File: config.mk
export PLATFORM = sky130hd
export DESIGN_NAME = uart_frame_and_tx_control
export DESIGN_NICKNAME = d
export VERILOG_FILES = /design/src/uart_pkg.sv /design/src/uart_frame_and_tx_control.sv
export SDC_FILE = /design/constraint.sdc
export NUM_CORES = 1
export LEC_CHECK = 0
export BUFFER_PORTS_ARGS = -buffer_cell sky130_fd_sc_hd__buf_2
export CAP_MARGIN = 10
export CORE_ASPECT_RATIO = 0.7
export CORE_MARGIN = 5
export CORE_UTILIZATION = 59
export CTS_CLUSTER_SIZE = 8
export DETAILED_ROUTE_END_ITERATION = 10
export PLACE_DENSITY = 0.85
export SKIP_CTS_REPAIR_TIMING = 1
export SLEW_MARGIN = 30
export SYNTH_ARGS = -nofsm -noshare
export SYNTH_HDL_FRONTEND = slang
export SYNTH_SLANG_ARGS = --single-unit
File: constraint.sdc
create_clock -name pclk -period 2.5 [get_ports pclk]
set_input_delay 0.125 -clock pclk [delete_from_list [all_inputs] [get_ports pclk]]
set_output_delay 0.125 -clock pclk [all_outputs]
set_load 0.05 [all_outputs]
File: src/uart_pkg.sv
// shared constants, register layouts and state types of the serial controller
package uart_pkg;
    // register byte addresses
    localparam logic [7:0] ADDR_FRAME_CFG = 8'h00;
    localparam logic [7:0] ADDR_IRQ_CTRL  = 8'h04;
    localparam logic [7:0] ADDR_EXT_CTRL  = 8'h08;
    localparam logic [7:0] ADDR_STATUS    = 8'h0C;
    localparam logic [7:0] ADDR_DATA      = 8'h10;
    localparam logic [7:0] ADDR_BAUD      = 8'h14;
    // reset values
    localparam logic [7:0]  CTRL_RST = 8'h00;
    localparam logic [12:0] BAUD_RST = 13'h0004;
    // field positions of the extension register
    localparam int EXT_RX_BIT8 = 7;
    localparam int EXT_TX_BIT8 = 6;
    localparam int EXT_SW_DIR  = 5;
    // timing counts
    localparam logic [3:0] OS_LAST    = 4'hF;
    localparam logic [3:0] OS_MID     = 4'h7;
    localparam logic [3:0] LEN_EIGHT  = 4'hA;
    localparam logic [3:0] LEN_NINE   = 4'hB;
    localparam logic [11:0] FRAME_IDLE  = 12'hFFF;
    localparam logic [11:0] FRAME_BREAK = 12'h000;

    // frame configuration register, bit 7 down to bit 0
    typedef struct packed {
        logic loop_select;
        logic wait_clock_freeze;
        logic receiver_source_select;
        logic nine_bit;
        logic wake_addr_mark;
        logic idle_line_type;
        logic parity_on;
        logic parity_odd_select;
    } frame_cfg_t;

    // interrupt enable and transfer control register, bit 7 down to bit 0
    typedef struct packed {
        logic tx_empty_irq_en;
        logic tx_done_irq_en;
        logic rx_full_irq_en;
        logic idle_irq_en;
        logic tx_enable;
        logic rx_enable;
        logic rx_standby;
        logic send_break;
    } irq_ctrl_t;

    // status register, bit 7 down to bit 0
    typedef struct packed {
        logic tx_buffer_empty_flag;
        logic tx_done_flag;
        logic rx_full_flag;
        logic idle_flag;
        logic overrun_flag;
        logic noise_flag;
        logic framing_flag;
        logic parity_err_flag;
    } status_t;

    typedef enum logic {TX_IDLE, TX_RUN} tx_state_t;
    typedef enum logic {RX_IDLE, RX_RUN} rx_state_t;
endpackage

File: src/uart_frame_and_tx_control.sv
// serial controller: apb registers, framing, transmit control and receiver
//
// The implementer's own choices: register access over APB and the register offsets.
module uart_frame_and_tx_control
    import uart_pkg::*;
(
    input  wire logic        pclk,
    input  wire logic        presetn,
    input  wire logic        psel,
    input  wire logic        penable,
    input  wire logic        pwrite,
    input  wire logic [7:0]  paddr,
    input  wire logic [31:0] pwdata,
    output logic      [31:0] prdata,
    output logic             pready,
    output logic             pslverr,
    input  wire logic        cpu_wait,
    input  wire logic        rxd_in,
    input  wire logic        txd_in,
    output logic             txd_out,
    output logic             txd_oe,
    output logic             rx_pin_in_use,
    output logic             irq
);
    frame_cfg_t  cfg_r;
    irq_ctrl_t   ctl_r;
    status_t     stat;
    logic        tx_bit8_r;
    logic        sw_dir_r;
    logic        rx_bit8_r;
    logic [12:0] baud_r;
    logic [7:0]  tdr_r;
    logic [7:0]  rdr_r;
    logic        tx_buffer_empty_flag_r;
    logic        tc_r;
    logic        rx_full_flag_r;
    logic        idle_r;
    logic        or_r;
    logic        fe_r;
    logic        pe_r;
    logic [31:0] prdata_r;
    logic        pready_r;
    logic        pslverr_r;
    logic        irq_r;
    logic        txd_oe_r;
    logic        rx_use_r;
    logic        tx_line_r;
    logic        rxd_m_r;
    logic        rxd_s_r;
    logic        txd_m_r;
    logic        txd_s_r;
    logic [12:0] div_r;
    logic [3:0]  os_r;
    tx_state_t   tx_st_r;
    logic [11:0] tx_sh_r;
    logic [3:0]  tx_cnt_r;
    logic        idle_pend_r;
    logic        brk_pend_r;
    logic        drain_r;
    rx_state_t   rx_st_r;
    logic [3:0]  rx_sub_r;
    logic [3:0]  rx_cnt_r;
    logic [8:0]  rx_sh_r;
    logic [3:0]  idle_cnt_r;
    logic        idle_arm_r;

    // apb decode
    wire setup_ph = psel & ~penable;
    wire acc_done = psel & penable & pready_r;
    wire wr_en    = acc_done & pwrite;
    wire rd_en    = acc_done & ~pwrite;
    wire hit_cfg  = (paddr == ADDR_FRAME_CFG);
    wire hit_ctl  = (paddr == ADDR_IRQ_CTRL);
    wire hit_ext  = (paddr == ADDR_EXT_CTRL);
    wire hit_stat = (paddr == ADDR_STATUS);
    wire hit_data = (paddr == ADDR_DATA);
    wire hit_baud = (paddr == ADDR_BAUD);
    wire mapped   = hit_cfg | hit_ctl | hit_ext | hit_stat | hit_data | hit_baud;
    wire wr_ctl   = wr_en & hit_ctl;
    wire wr_data  = wr_en & hit_data;
    wire rd_data  = rd_en & hit_data;
    wire irq_ctrl_t ctl_new = irq_ctrl_t'(pwdata[7:0]);

    // readback selection
    assign stat = '{tx_buffer_empty_flag_r, tc_r, rx_full_flag_r, idle_r, or_r, 1'b0, fe_r, pe_r};
    wire [7:0] ext_rd = {rx_bit8_r, tx_bit8_r, sw_dir_r, 5'h00};
    wire [31:0] rd_mux = hit_cfg  ? {24'h000000, cfg_r} :
                         hit_ctl  ? {24'h000000, ctl_r} :
                         hit_ext  ? {24'h000000, ext_rd} :
                         hit_stat ? {24'h000000, stat} :
                         hit_data ? {24'h000000, rdr_r} :
                         hit_baud ? {19'h00000, baud_r} : 32'h00000000;

    // clock gating by wait mode and routing choices
    wire run      = ~(cpu_wait & cfg_r.wait_clock_freeze);
    wire single_w = cfg_r.loop_select & cfg_r.receiver_source_select;
    wire rx_line  = ~cfg_r.loop_select ? rxd_s_r :
                    (cfg_r.receiver_source_select ? txd_s_r : tx_line_r);
    wire [3:0] frame_len = cfg_r.nine_bit ? LEN_NINE : LEN_EIGHT;
    wire tx_busy  = (tx_st_r == TX_RUN);
    wire tx_own   = ctl_r.tx_enable | tx_busy | idle_pend_r | brk_pend_r | drain_r;
    wire div_on   = (baud_r != 13'h0000) & (ctl_r.tx_enable | ctl_r.rx_enable | tx_own);
    wire os_tick  = run & div_on & (div_r == 13'h0001);
    wire bit_tick = os_tick & (os_r == OS_LAST);

    // transmit character with optional parity in the top data bit
    wire par7     = ^tdr_r[6:0] ^ cfg_r.parity_odd_select;
    wire par8     = ^tdr_r[7:0] ^ cfg_r.parity_odd_select;
    wire b7       = (cfg_r.parity_on & ~cfg_r.nine_bit) ? par7 : tdr_r[7];
    wire b8       = cfg_r.parity_on ? par8 : tx_bit8_r;
    wire [11:0] data_frame = cfg_r.nine_bit ? {2'b11, b8, b7, tdr_r[6:0], 1'b0}
                                            : {3'b111, b7, tdr_r[6:0], 1'b0};
    // next frame choice: queued idle first, then break, then data
    wire want_brk = brk_pend_r | ctl_r.send_break;
    wire data_ok  = (ctl_r.tx_enable | drain_r) & ~tx_buffer_empty_flag_r;
    wire slot     = bit_tick & (tx_cnt_r <= 4'h1);
    wire ld_idle  = slot & idle_pend_r;
    wire ld_brk   = slot & ~idle_pend_r & want_brk;
    wire ld_data  = slot & ~idle_pend_r & ~want_brk & data_ok;
    wire [11:0] ld_frame = ld_idle ? FRAME_IDLE : (ld_brk ? FRAME_BREAK : data_frame);
    wire te_rise  = wr_ctl & ~ctl_r.tx_enable & ctl_new.tx_enable;
    wire te_fall  = wr_ctl & ctl_r.tx_enable & ~ctl_new.tx_enable;

    // receiver sampling
    wire rx_samp  = os_tick & ctl_r.rx_enable & (rx_st_r == RX_RUN) & (rx_sub_r == OS_MID);
    wire is_start = (rx_cnt_r == 4'h0);
    wire is_stop  = (rx_cnt_r == frame_len - 4'h1);
    wire [8:0] rx_char = cfg_r.nine_bit ? rx_sh_r : {1'b0, rx_sh_r[8:1]};
    wire rx_msb   = cfg_r.nine_bit ? rx_char[8] : rx_char[7];
    wire rx_pbad  = cfg_r.parity_on & (^rx_char ^ cfg_r.parity_odd_select);
    wire rx_end   = rx_samp & is_stop;
    wire addr_wk  = ctl_r.rx_standby & cfg_r.wake_addr_mark & rx_msb;
    wire rx_take  = rx_end & (~ctl_r.rx_standby | addr_wk);
    // idle detector: high bit times counted to one character length
    wire idle_hold = cfg_r.idle_line_type & (rx_st_r == RX_RUN);
    wire idle_hit = bit_tick & ctl_r.rx_enable & rx_line & ~idle_hold
                    & (idle_cnt_r == frame_len - 4'h1) & idle_arm_r;
    wire idle_wk  = idle_hit & ctl_r.rx_standby & ~cfg_r.wake_addr_mark;

    // apb slave: no wait state, answer registered in setup
    always_ff @(posedge pclk or negedge presetn) begin
        if (!presetn) begin
            prdata_r  <= 32'h00000000;
            pready_r  <= 1'b0;
            pslverr_r <= 1'b0;
        end else begin
            pready_r  <= setup_ph;
            pslverr_r <= setup_ph & ~mapped;
            if (setup_ph) begin
                prdata_r <= rd_mux;
            end
        end
    end

    // configuration registers; the control register takes writes at any time
    always_ff @(posedge pclk or negedge presetn) begin
        if (!presetn) begin
            cfg_r     <= frame_cfg_t'(CTRL_RST);
            ctl_r     <= irq_ctrl_t'(CTRL_RST);
            tx_bit8_r <= 1'b0;
            sw_dir_r  <= 1'b0;
            baud_r    <= BAUD_RST;
        end else begin
            if (wr_en & hit_cfg) begin
                cfg_r <= frame_cfg_t'(pwdata[7:0]);
            end
            if (wr_ctl) begin
                ctl_r <= ctl_new;
            end else if (rx_take & addr_wk | idle_wk) begin
                ctl_r.rx_standby <= 1'b0;
            end
            if (wr_en & hit_ext) begin
                tx_bit8_r <= pwdata[EXT_TX_BIT8];
                sw_dir_r  <= pwdata[EXT_SW_DIR];
            end
            if (wr_en & hit_baud) begin
                baud_r <= pwdata[12:0];
            end
        end
    end

    // pin synchronisers
    always_ff @(posedge pclk or negedge presetn) begin
        if (!presetn) begin
            rxd_m_r <= 1'b1;
            rxd_s_r <= 1'b1;
            txd_m_r <= 1'b1;
            txd_s_r <= 1'b1;
        end else begin
            rxd_m_r <= rxd_in;
            rxd_s_r <= rxd_m_r;
            txd_m_r <= txd_in;
            txd_s_r <= txd_m_r;
        end
    end

    // baud divider and sixteen-fold oversample counter
    always_ff @(posedge pclk or negedge presetn) begin
        if (!presetn) begin
            div_r <= 13'h0001;
            os_r  <= 4'h0;
        end else if (run) begin
            if (!div_on || div_r == 13'h0001) begin
                div_r <= div_on ? baud_r : 13'h0001;
            end else begin
                div_r <= div_r - 13'h0001;
            end
            if (os_tick) begin
                os_r <= os_r + 4'h1;
            end
        end
    end

    // transmit shifter and queued idle, break and drain bookkeeping
    always_ff @(posedge pclk or negedge presetn) begin
        if (!presetn) begin
            tx_st_r     <= TX_IDLE;
            tx_sh_r     <= FRAME_IDLE;
            tx_cnt_r    <= 4'h0;
            tx_line_r   <= 1'b1;
            idle_pend_r <= 1'b0;
            brk_pend_r  <= 1'b0;
            drain_r     <= 1'b0;
        end else begin
            if (bit_tick && tx_cnt_r > 4'h1) begin
                tx_line_r <= tx_sh_r[0];
                tx_sh_r   <= {1'b1, tx_sh_r[11:1]};
                tx_cnt_r  <= tx_cnt_r - 4'h1;
            end else if (ld_idle | ld_brk | ld_data) begin
                tx_line_r <= ld_frame[0];
                tx_sh_r   <= {1'b1, ld_frame[11:1]};
                tx_cnt_r  <= frame_len;
                tx_st_r   <= TX_RUN;
            end else if (slot) begin
                tx_line_r <= 1'b1;
                tx_cnt_r  <= 4'h0;
                tx_st_r   <= TX_IDLE;
            end
            if (ld_idle) begin
                idle_pend_r <= 1'b0;
            end
            if (te_rise) begin
                idle_pend_r <= 1'b1;
            end
            if (ld_brk) begin
                brk_pend_r <= 1'b0;
            end
            if (wr_ctl & ctl_new.send_break) begin
                brk_pend_r <= 1'b1;
            end
            if (slot & ~(ld_idle | ld_brk | ld_data) | wr_ctl & ctl_new.tx_enable) begin
                drain_r <= 1'b0;
            end else if (te_fall & (tx_busy | ~tx_buffer_empty_flag_r)) begin
                drain_r <= 1'b1;
            end
        end
    end

    // transmit flags; a data write in the load cycle keeps the buffer full
    always_ff @(posedge pclk or negedge presetn) begin
        if (!presetn) begin
            tdr_r  <= 8'h00;
            tx_buffer_empty_flag_r <= 1'b1;
            tc_r   <= 1'b1;
        end else begin
            if (ld_data) begin
                tx_buffer_empty_flag_r <= 1'b1;
            end
            if (wr_data) begin
                tdr_r  <= pwdata[7:0];
                tx_buffer_empty_flag_r <= 1'b0;
            end
            tc_r <= tx_buffer_empty_flag_r & ~tx_busy & ~idle_pend_r & ~want_brk & ~wr_data;
        end
    end

    // receiver: start confirm at mid bit, then one sample per bit time
    always_ff @(posedge pclk or negedge presetn) begin
        if (!presetn) begin
            rx_st_r  <= RX_IDLE;
            rx_sub_r <= 4'h0;
            rx_cnt_r <= 4'h0;
            rx_sh_r  <= 9'h000;
        end else if (!ctl_r.rx_enable) begin
            rx_st_r <= RX_IDLE;
        end else if (os_tick) begin
            unique case (rx_st_r)
                RX_IDLE: begin
                    if (!rx_line) begin
                        rx_st_r  <= RX_RUN;
                        rx_sub_r <= 4'h1;
                        rx_cnt_r <= 4'h0;
                    end
                end
                RX_RUN: begin
                    rx_sub_r <= rx_sub_r + 4'h1;
                    if (rx_samp) begin
                        rx_cnt_r <= rx_cnt_r + 4'h1;
                        if (is_start & rx_line | is_stop) begin
                            rx_st_r <= RX_IDLE;
                        end else if (!is_start) begin
                            rx_sh_r <= {rx_line, rx_sh_r[8:1]};
                        end
                    end
                end
            endcase
        end
    end

    // receive flags and idle detection; set beats a clearing data read
    always_ff @(posedge pclk or negedge presetn) begin
        if (!presetn) begin
            rdr_r      <= 8'h00;
            rx_bit8_r  <= 1'b0;
            rx_full_flag_r     <= 1'b0;
            idle_r     <= 1'b0;
            or_r       <= 1'b0;
            fe_r       <= 1'b0;
            pe_r       <= 1'b0;
            idle_cnt_r <= 4'h0;
            idle_arm_r <= 1'b0;
        end else begin
            if (rd_data) begin
                rx_full_flag_r <= 1'b0;
                idle_r <= 1'b0;
                or_r   <= 1'b0;
                fe_r   <= 1'b0;
                pe_r   <= 1'b0;
            end
            if (rx_take & rx_full_flag_r & ~rd_data) begin
                or_r <= 1'b1;
            end else if (rx_take) begin
                rdr_r     <= rx_char[7:0];
                rx_bit8_r <= rx_char[8];
                rx_full_flag_r    <= 1'b1;
                fe_r      <= ~rx_line;
                pe_r      <= rx_pbad;
            end
            if (bit_tick) begin
                if (!rx_line || idle_hold || !ctl_r.rx_enable) begin
                    idle_cnt_r <= 4'h0;
                end else if (idle_cnt_r != frame_len) begin
                    idle_cnt_r <= idle_cnt_r + 4'h1;
                end
            end
            if (rx_end) begin
                idle_arm_r <= 1'b1;
            end else if (idle_hit) begin
                idle_arm_r <= 1'b0;
            end
            if (idle_hit & ~ctl_r.rx_standby) begin
                idle_r <= 1'b1;
            end
        end
    end

    // pin ownership and interrupt request
    always_ff @(posedge pclk or negedge presetn) begin
        if (!presetn) begin
            txd_oe_r <= 1'b0;
            rx_use_r <= 1'b0;
            irq_r    <= 1'b0;
        end else begin
            txd_oe_r <= tx_own & (~single_w | sw_dir_r);
            rx_use_r <= ctl_r.rx_enable & ~cfg_r.loop_select;
            irq_r    <= (ctl_r.tx_empty_irq_en & tx_buffer_empty_flag_r)
                      | (ctl_r.tx_done_irq_en & tc_r)
                      | (ctl_r.rx_full_irq_en & rx_full_flag_r)
                      | (ctl_r.idle_irq_en & idle_r);
        end
    end

    assign prdata        = prdata_r;
    assign pready        = pready_r;
    assign pslverr       = pslverr_r;
    assign txd_out       = tx_line_r;
    assign txd_oe        = txd_oe_r;
    assign rx_pin_in_use = rx_use_r;
    assign irq           = irq_r;
endmodule

Yosys cells after proc, flatten, opt, wreduce, memory -nomap -nowiden

Cells that the tools add are included.

Register bits after elaboration: 157
Logic and storage cells: 291

Reductions and logical operators: 32
Bitwise operators: 117
Equality and inequality tests: 14
Add/sub/neg operators: 7
Order comparisons: 2
Mux-type cells: 65

Operators by type and width:

| cell                    | number |
|---|---|
| $mux W13                | 8 |
| $and A1 B1 Y1           | 65 |
| $mux W12                | 4 |
| $mux W1                 | 40 |
| $mux W4                 | 8 |
| $not A1 Y1              | 25 |
| $or A1 B1 Y1            | 24 |
| $reduce_bool A2 Y1      | 11 |
| $add A4 B1 Y4 const B   | 4 |
| $eq A8 B4 Y1 const B    | 2 |
| $eq A8 B5 Y1 const B    | 2 |
| $pmux W4 S2             | 2 |
| $eq A13 B1 Y1 const B   | 1 |
| $reduce_bool A13 Y1     | 1 |
| $sub A13 B1 Y13 const B | 1 |
| $mux W10                | 1 |
| $mux W9                 | 1 |
| $reduce_xor A9 Y1       | 1 |
| $eq A4 B4 Y1            | 2 |
| $eq A8 B3 Y1 const B    | 1 |
| $logic_not A8 Y1        | 1 |
| $reduce_and A2 Y1       | 4 |
| $reduce_xor A8 Y1       | 1 |
| $sub A4 B1 Y4 const B   | 2 |
| 18 further kinds        | 25 |

Logic depth before layout (Yosys ltp)

Gate-level depths: netlist of run 1.

Word-level depth: 19
Gate-level depth with buffers: 10
Depth with buffers taken out: 8

Worst setup path before layout of run 1

No wires, ideal clock.

Path type: reg2reg
From: reg div_r[0]
To: reg rx_sh_r[0]
Arrival: 2.156 ns
Data required time: 2.375 ns
Cell stages (with the launch flop): 8
Path buffers: 1
Setup slack: 0.219 ns
Setup time: 0.125 ns
Path through: dfstp_2 > ha_1 > nor3b_1 > and4_4 > nand3_4 > or4_1 > buf_6 > mux2_4

Word-level cells in the longest chain between the ends: 6

RTL lines:

| element                       | RTL line                         | text |
|---|---|---|
| from (decl)                   | uart_frame_and_tx_control.sv:52  | `logic [12:0] div_r;` |
| from (signal assigned)        | uart_frame_and_tx_control.sv:204 | `div_r <= div_on ? baud_r : 13'h0001;` |
| from (signal assigned)        | uart_frame_and_tx_control.sv:206 | `div_r <= div_r - 13'h0001;` |
| $eq A13 B1 Y1 *               | uart_frame_and_tx_control.sv:103 | `wire os_tick = run & div_on & (div_r == 13'h0001);` |
| $and A1 B1 Y1 *               | uart_frame_and_tx_control.sv:103 |  |
| $and A1 B1 Y1 (3 in series)   | uart_frame_and_tx_control.sv:125 | `wire rx_samp = os_tick & ctl_r.rx_enable & (rx_st_r == RX_RUN) & (rx_sub_r == OS_MID);` |
| $reduce_and A6 Y1 (no line) * | --                               |  |
| to (signal assigned)          | uart_frame_and_tx_control.sv:302 | `rx_sh_r <= {rx_line, rx_sh_r[8:1]};` |
| to (decl)                     | uart_frame_and_tx_control.sv:63  | `logic [8:0] rx_sh_r;` |

Mark *: on every way between the ends. The rest lies on a longest branch, timed or not.
A chain may end at the register's enable or synchronous reset.

Worst setup path after layout of run 1

From: reg div_r[0]
To: reg rx_sh_r[7]

Same word-level chain as after synthesis.

==> run summary, run 1 <==
Logic pwr share - 0.084
Syn avg cell area - 9.78 um^2
Most common cell in the netlist - dfrtp_1
Sequential share of the synthesized area - 0.482
Gr ovfl total - 0
Crit-path max cell delay - 530 ps
Vias in the first global route - 6044
Number of hold violations in the final report - 1
Die width - 142 um
Syn-to-layout area delta - 16.5%
Crit path DAT - 2750 ps
Ant. Diodes - 0
CP Data Required Time - 2800 ps
Max Clock Skew - 6.57 ps
First-pass GRT wire length - 31.5 mm
Fin crit period - 2460 ps
Core Region - 0.0118 mm^2
Gate Count Post-Synth - 733
Initial antenna violation count - 1
Aggregate global-route resource usage - 0.281
Area post-placement - 0.00759 mm^2
Starting Density - 0.607
Net switching power - 1.34 mW
Bufs and invs on worst path - 1
Highest-delay cell along the critical path - dfstp_2
# nets final - 859
DRT Pass-1 Iters - 6
Mapped cell area - 0.00717 mm^2
Area share of the largest cell type after synthesis - 0.409
Initial DRC Count - 874
Switching share of power - 0.237
Setup crit start kind - flip-flop
Async set or reset register ratio after synthesis - 1.00
Final weighted congestion in routability-driven placement - 0.990
Period Utilization, post-route - 0.983
Area contributors post-synth - dfrtp_1 41%, dfstp_2 7.3%, nand2_1 6.0%
Die ar. - 0.0145 mm^2
Share of cells above drive strength 1 - 0.227
Synth warn - 0
Clk network pwr share - 0.501
Crit path kind - reg -> reg
Hold WC Path Type - in -> reg
Port Buf Inserts - 47
Via density - 6.33
Synth top cells by count - 117 x dfrtp_1, 114 x nand2_1, 70 x o21ai_0, 45 x nor2_1, 35 x mux2_2
Skew-Pair Late Insertion Delay - 420 ps
CP Max Fanout - 10
IO Pins - 86
H-tree depth - 4
Vias - 6151
Drt total wl - 19.7 mm
# Max-Cap Violations - 0
Post-DP HPWL - 13.5 mm
Status - finished with violations
# DRC - 0
Synth Register Bits - 137
CTS root buf - clkbuf_16
Bufs on Longest Clock Path - 2
Post-synthesis cell type count - 69
Relative max-transition margin - 0.409
Worst IR Drop VDD - 550 uV
Worst path top cell family by delay - simple AND/OR/NAND/NOR gates
Design Area, Final - 0.00835 mm^2
Critical path cell sequence - ha_1 -> nor3b_1 -> and4_4 -> nand3_4 -> or4_1 -> buf_4 -> mux2_4
Site Rows - 33
Largest net degree at the start of global routing - 61
Fin. max-slew vios - 0
Drt wl/cell - 20.3 um
Internal power - 4.33 mW
Clock transition at path regs - 60 ps
Unrepaired setup endpoints after global routing - false
CTS Buf Count - 17
P per Cell Area - 679 mW/mm^2
CTS sink cnt - 137
Flop pwr share - 0.416
Post-synth EDFFs - 0
Total design power - 5.67 mW
Setup TNS - 0 ps
CTS tree - built
Least-Margin Pin Slew - 883 ps
Area leader, netlist - dfrtp_1
Critical Path End Type - flip-flop
Worst hold slack - -7.21 ps
FMAX - 407 MHz
Final setup fails - 0
Violated checks - hold timing
Leakage - 3.84 nW
Synth Flop Type - dfrtp_1
Routed Antenna Nets - 0
Die height - 102 um
## metrics by stage
stage / util / instances / setup WS [ps]
floorplan: - / 751 / 219
global placement: 0.642 / 931 / 173
detailed placement: 0.642 / 931 / 105
CTS: 0.699 / 963 / 71.8
global route: 0.707 / 972 / 11.1
finish: 0.707 / 972 / 43.3
## cells by family (layout without fill, tap and decap cells)
logic type      count (synthesis)  in the layout  share of synthesized area
simple gates                  270            270                      0.191
compound gates                163            163                      0.132
flops                         137            137                      0.482
buf+inv                        71            135                     0.0529
mux                            60             60                     0.0990
xor+xnor                       22             22                     0.0269
fa+ha+maj                       9              9                     0.0157
other cells                     1             19                   0.000523
## power groups by stage
stage | Sequential [mW] | Clock (mW) | Combinational, mW
floorplan | 2.39 | 0 | 0.313
global placement | 2.39 | 0 | 0.436
detailed placement | 2.39 | 0 | 0.457
CTS | 2.36 | 2.86 | 0.463
global route | 2.37 | 2.96 | 0.518
finish | 2.36 | 2.84 | 0.475
## worst reg2reg max path, stage by stage, from the launching register on
cell,delay [ps]
dfstp_2,530
ha_1,170
nor3b_1,280
and4_4,320
nand3_4,90
or4_1,430
buf_4,220
mux2_4,310
## routing by layer
metal,share of wire,GRT usage,vias to the layer above
li1,-,-,2705
met3,0.13,0.0945,76
met5,0.00061,0,-
met4,0.034,0.109,2
met1,0.40,0.382,2945
met2,0.44,0.423,423
## flip-flops by register name, indices dropped and copies added (netlist names), 8 cells and up
signal and count:
cfg_r 8, baud_r 13, tdr_r 8, rx_sh_r 9, prdata 13, div_r 13, ctl_r 8, tx_sh_r 11
rdr_r 8
## layout make-up
cell class	count	area [um^2]
Sequential cell	137	3450
Fill cell	810	3460
Timing Repair Buffer	84	552
Inverter	19	71.3
Tap cell	157	196
Clock buffer	22	484
Multi-Input combinational cell	543	3410
Clock inverter	10	186
## cells in the final DEF (no fill, tap or decap), types with 5 or more instances in the layout
| cell | instances |
|---|---|
| dfstp_2 | 20 |
| nand4_1 | 8 |
| a22o_1 | 7 |
| clkbuf_16 | 17 |
| nor2b_1 | 7 |
| nand2_1 | 114 |
| o31ai_1 | 5 |
| mux2i_1 | 15 |
| buf_4 | 28 |
| o21ai_0 | 70 |
| xnor2_1 | 18 |
| mux2_2 | 35 |
| nor4_1 | 6 |
| a21oi_1 | 28 |
| bufinv_16 | 5 |
| dlygate4sd3_1 | 8 |
| nor3_1 | 15 |
| o21ai_1 | 13 |
| ha_1 | 9 |
| conb_1 | 19 |
| mux2_4 | 8 |
| buf_2 | 46 |
| and2_1 | 5 |
| nand3_1 | 21 |
| nor2_1 | 45 |
| dfrtp_1 | 117 |
| inv_1 | 19 |
| a31oi_1 | 9 |
| o22ai_1 | 7 |
| or4_1 | 6 |
| or3_1 | 10 |
## final timing paths
path	start	endpoint	slack [ps]	cells after the start
worst min-delay path	pwdata[7]	ctl_r[7]	-7	3
worst min register to register	rxd_m_r	rxd_s_r	350	0
worst max-delay path	div_r[0]	rx_sh_r[7]	40	7
worst max register to register	div_r[0]	rx_sh_r[7]	40	7
max in group asynchronous	presetn	prdata[3]	1510	3
min in group asynchronous	presetn	rx_sh_r[5]	230	2
Note: power is estimated with default switching activity, not from simulation.
==> run 2, diff against run 1 <==
- CORE_UTILIZATION: 59 -> 47
- PLACE_DENSITY: 0.85 -> 0.71
==> run 2 against run 1 <==
The run still ends with hold timing left. Total power up 1.2%. Core utilization down 14 points. Largest power group unchanged. Global-route usage shrank 5.9 points. Design area increased by 1.0%. First-iteration DRC count fell by 43%. Critical path depth is the same. Clock power rose by 2%. Critical endpoint is now rx_sh_r[5]. Register-to-register slack improved by 60 ps. Hold slack got worse by 2.2 ps. Sequential power hardly changed. Combinational power increased by 2%. Via count decreased by 4.2%. Critical path type unchanged.
==> run summary, run 2 (same netlist as run 1, synthesis figures left out) <==
Vias in the first global route - 5649
Drt wl/cell - 19.2 um
Period Utilization, post-route - 0.959
Setup crit start kind - flip-flop
# Max-Cap Violations - 0
Uppermost layer routed - met4
Worst hold slack - -9.45 ps
Die width - 158 um
Crit path DAT - 2700 ps
Met3 wire length - 1.54 mm
Reg2reg start - div_r[0]
Clk network pwr share - 0.505
Least-Margin Pin Slew - 771 ps
Violated checks - hold timing
# nets final - 860
Starting Density - 0.484
Switching share of power - 0.245
DRT met1 WL - 9.10 mm
DRT Pass-1 Iters - 5
Commonest non-fill, non-tap cell in the layout - dfrtp_1
Largest net degree at the start of global routing - 78
IO Pins - 86
Aggregate global-route resource usage - 0.222
Skew-Pair Late Insertion Delay - 420 ps
# DRC - 0
Fin crit period - 2400 ps
Routed Antenna Nets - 0
Ant. Diodes - 0
Share of cells above drive strength 1 - 0.230
Flop pwr share - 0.411
Die ar. - 0.0179 mm^2
Final weighted congestion in routability-driven placement - 0.917
CTS Buf Count - 17
Logic pwr share - 0.084
Worst r2r dst - rx_sh_r[5]
Site Rows - 37
Unrepaired setup endpoints after global routing - false
Initial antenna violation count - 1
CTS sink cnt - 137
Port Buf Inserts - 47
Worst IR Drop VDD - 462 uV
FMAX - 417 MHz
WL met2 - 8.48 mm
Leakage - 3.84 nW
Reg2Reg Depth - 7
Bufs on Longest Clock Path - 2
Internal power - 4.33 mW
Hold WC Path Type - in -> reg
CTS tree - built
Crit path kind - reg -> reg
Clock transition at path regs - 60 ps
CP Max Fanout - 10
CP Data Required Time - 2800 ps
Fin. max-slew vios - 0
Initial DRC Count - 498
Commonest cells after routing, fill and taps aside - 117 x dfrtp_1, 114 x nand2_1, 70 x o21ai_0
Area post-placement - 0.00763 mm^2
Core Region - 0.0148 mm^2
Drt total wl - 19.4 mm
First-pass GRT wire length - 31.1 mm
Flop-to-flop setup slack - 100 ps
Final setup fails - 0
Vias - 5895
H-tree depth - 4
CTS root buf - clkbuf_16
Via density - 5.83
Number of hold violations in the final report - 2
Status - finished with violations
Syn-to-layout area delta - 17.8%
Net switching power - 1.41 mW
Relative max-transition margin - 0.486
Max Clock Skew - 9.90 ps
Critical Path End Type - flip-flop
Design Area, Final - 0.00844 mm^2
WHS Path Cells - 3
Min-delay src - pwdata[6]
P per Cell Area - 680 mW/mm^2
Hold endpoint - ctl_r[6]
Gr ovfl total - 0
Die height - 113 um
Post-DP HPWL - 13.6 mm
[run 2: changes by cell type in the layout (fill, tap and decap cells not counted), sizes merged]
| cell | delta |
|---|---|
| dlygate4sd3 | +2 |
| clkinvlp | +1 |
| inv | +2 |
| bufinv | +1 |
| clkbuf | -4 |
| buf | -1 |
[run 2: worst max-delay path by stage]
stage,startpoint,to,slack [ps]
CTS,div_r[0],rx_sh_r[5],-9
finish,div_r[0],rx_sh_r[5],100
global placement,div_r[0],rx_sh_r[4],80
global route,div_r[0],rdr_r[3],30
floorplan,div_r[0],rx_sh_r[0],220
detailed placement,div_r[0],rx_sh_r[7],50
[run 2: through the flow]
stage	power (mW)	instances	util	TNS (ps)	worst slack (ps)
2_1_floorplan	2.70	751	-	0	219
3_3_place_gp	2.84	967	0.515	0	83.0
3_5_place_dp	2.86	967	0.515	0	54.4
4_1_cts	5.75	999	0.560	-38.6	-8.50
5_1_grt	5.93	1011	0.570	0	26.9
6_report	5.74	1011	0.570	0	103
[run 2: metal layers]
layer | vias up | GRT usage
li1 | 2705 | -
met1 | 2869 | 0.333
met2 | 279 | 0.323
met3 | 42 | 0.0508
met4 | 0 | 0.0636
met5 | - | 0
[run 2: worst max-delay path, stage by stage, from the launching register on]
cell and delay [ps]:
dfstp_2 560, ha_1 170, nor3b_2 200, and4_4 300, nand3_4 80, or4_1 450, buf_4 220, mux2_4 300
[run 2: layout make-up]
class,instances,area [um^2]
Multi-Input combinational cell,543,3420
Tap cell,195,244
Clock inverter,14,241
Clock buffer,18,429
Inverter,19,71.3
Fill cell,1220,6380
Sequential cell,137,3450
Timing Repair Buffer,85,577
[run 2: power groups by stage]
stage / clock [mW] / sequential [mW] / combinational, mW
final: 2.90 / 2.36 / 0.484
after global routing: 3.03 / 2.37 / 0.536
after CTS: 2.93 / 2.36 / 0.470
after detailed placement: 0 / 2.39 / 0.466
after global placement: 0 / 2.39 / 0.446
after floorplan: 0 / 2.39 / 0.313
==> run 3, diff against run 2 <==
- ABC_AREA: not set -> 1
- PLACE_DENSITY: 0.71 -> 0.7
==> run 3 against run 2 <==
The flow still finishes with violations (hold timing). Design area grew 0.86%. Global-route usage shrank 1.5 points. Critical path depth increased by 4. Largest cell class unchanged. Wire length fell by 5.3%. Non-clock buffer count down 13. Largest power group unchanged. Fmax up 6.6%. Clock power down 13%.
==> run summary, run 3 <==
Status - finished with violations
Violated checks - hold timing
Sequential share of the synthesized area - 0.469
CTS sink cnt - 137
Most common cell in the netlist - nand2_1
Syn-to-layout area delta - 15.7%
Least-Margin Pin Slew - 705 ps
Fin. max-slew vios - 0
Drt total wl - 18.4 mm
Synth Flop Type - dfrtp_1
Die width - 160 um
Commonest non-fill, non-tap cell in the layout - nand2_1
Logic pwr share - 0.088
# Max-Cap Violations - 0
Register area - 0.00345 mm^2
# DRC - 0
Hold WC Path Type - in -> reg
Setup TNS - 0 ps
Syn avg cell area - 7.93 um^2
Core Region - 0.0154 mm^2
Clk network pwr share - 0.466
Multi-input gate area - 0.00331 mm^2
Vias in the first global route - 5777
CP Data Required Time - 2850 ps
Synth Register Bits - 137
Dpl cells - 1175
Xor/xnor cell area share of the yosys netlist - 0.0226
Drt wl/cell - 15.1 um
# nets final - 1059
Design Area, Final - 0.00851 mm^2
Area leader, netlist - dfrtp_1
Port Buf Inserts - 47
Gr ovfl total - 0
Switching share of power - 0.256
Synth top cells by count - 286 x nand2_1, 117 x dfrtp_1, 104 x inv_1, 78 x o21ai_0, 63 x nor2_1
Max Clock Skew - 9.71 ps
Post-synthesis cell type count - 54
Largest net degree at the start of global routing - 60
Die ar. - 0.0183 mm^2
Skew-Pair Late Insertion Delay - 420 ps
Critical Path End Type - flip-flop
First-pass GRT wire length - 30.2 mm
Mapped cell area - 0.00736 mm^2
Bufs on Longest Clock Path - 2
Via density - 5.18
Post-synthesis mux area share - 0.00748
H-tree depth - 4
CTS tree - built
Area share of the largest cell type after synthesis - 0.398
Compound-gate portion of the synthesized area - 0.139
Adder-Cell Fraction of Synth Area - 0.0153
Relative max-transition margin - 0.525
Final setup fails - 0
Synth warn - 0
Internal power - 4.00 mW
Vias - 6295
Commonest cells after routing, fill and taps aside - 286 x nand2_1, 117 x dfrtp_1, 104 x inv_1
Site Rows - 38
Number of hold violations in the final report - 3
Area contributors post-synth - dfrtp_1 40%, nand2_1 15%, dfstp_2 7.1%
Setup crit start kind - flip-flop
Total design power - 5.38 mW
Main combinational cell family by area after synthesis - simple AND/OR/NAND/NOR gates
FMAX - 445 MHz
Async set or reset register ratio after synthesis - 1.00
CTS root buf - clkbuf_16
Aggregate global-route resource usage - 0.208
Post-synth EDFFs - 0
Initial DRC Count - 532
Area post-placement - 0.00784 mm^2
Ant. Diodes - 0
CP Max Fanout - 8
Util after Layout - 0.552
CTS Buf Count - 17
Die height - 115 um
Worst IR Drop VDD - 378 uV
Flop pwr share - 0.446
Unrepaired setup endpoints after global routing - false
Crit path DAT - 2590 ps
Fillers - 1423
Gate Count Post-Synth - 928
Net switching power - 1.38 mW
Final weighted congestion in routability-driven placement - 0.920
IO Pins - 86
Starting Density - 0.478
Clock transition at path regs - 60 ps
DRT Pass-1 Iters - 5
Post-DP HPWL - 13.8 mm
Share of cells above drive strength 1 - 0.161
P per Cell Area - 633 mW/mm^2
Initial antenna violation count - 0
Routed Antenna Nets - 0
Non-filler instance count after layout - 1215
Fin crit period - 2250 ps
Crit path kind - reg -> reg
Period Utilization, post-route - 0.899
Area share of and/or/nand/nor cells after synthesis - 0.256
Leakage - 4.23 nW
Worst hold slack - -23.7 ps
==> run 3: cell families after synthesis <==
family / Yosys count
other: 1
multiplexers: 5
buffers and inverters: 152
adder cells (fa/ha/maj): 9
flip-flops: 137
AND/OR/NAND/NOR: 429
AO/OA/AOI/OAI: 176
XOR/XNOR: 19
==> run 3: critical path: stages (launching register included) <==
cell and delay (ps):
dfstp_2 530, ha_1 200, nand3_1 130, nor2_4 150, nand3_4 120, nor2_8 220
nand2_2 140, nor2_1 170, o31ai_1 160, inv_2 170, nand2_1 70, a21oi_1 120
==> run 3: through the flow <==
| step | hold WS [ps] | worst slack [ps] |
|---|---|---|
| after floorplan | -171 | 469 |
| after global placement | 98.3 | 310 |
| after detailed placement | 97.3 | 286 |
| after CTS | -358 | 259 |
| after global routing | 10.8 | 100 |
| final | -23.7 | 252 |
==> run 3: worst paths after layout <==
path | startpoint | endpoint | slack, ps | depth (start not counted)
max | div_r[0] | tx_cnt_r[0] | 250 | 11
min | pwdata[0] | brk_pend_r | -20 | 3
max reg2reg | div_r[0] | tx_cnt_r[0] | 250 | 11
min reg2reg | rxd_m_r | rxd_s_r | 360 | 0
max in group asynchronous | presetn | tx_sh_r[0] | 1530 | 3
min in group asynchronous | presetn | div_r[9] | 200 | 2
==> run 3: layer usage <==
layer,GRT usage,up-vias,share of wire
met3,0.0554,32,0.085
li1,-,3109,-
met5,0,-,0
met4,0.0659,0,0.018
met2,0.283,232,0.40
met1,0.319,2922,0.50
==> run 3: layout make-up <==
type / instances / area share
sequential: 137 / 0.406
tap: 200 / 0.0294
inverter: 117 / 0.0519
clock inverter: 10 / 0.0138
multi-input combinational: 657 / 0.389
timing repair buffer: 72 / 0.0542
clock buffer: 22 / 0.0557
==> run 3: power by group through the flow <==
stage | registers, mW | clock network (mW) | logic, mW
final | 2.40 | 2.51 | 0.471
after global routing | 2.41 | 2.66 | 0.530
after CTS | 2.40 | 2.55 | 0.464
after detailed placement | 2.44 | 0 | 0.461
after global placement | 2.44 | 0 | 0.450
after floorplan | 2.45 | 0 | 0.311
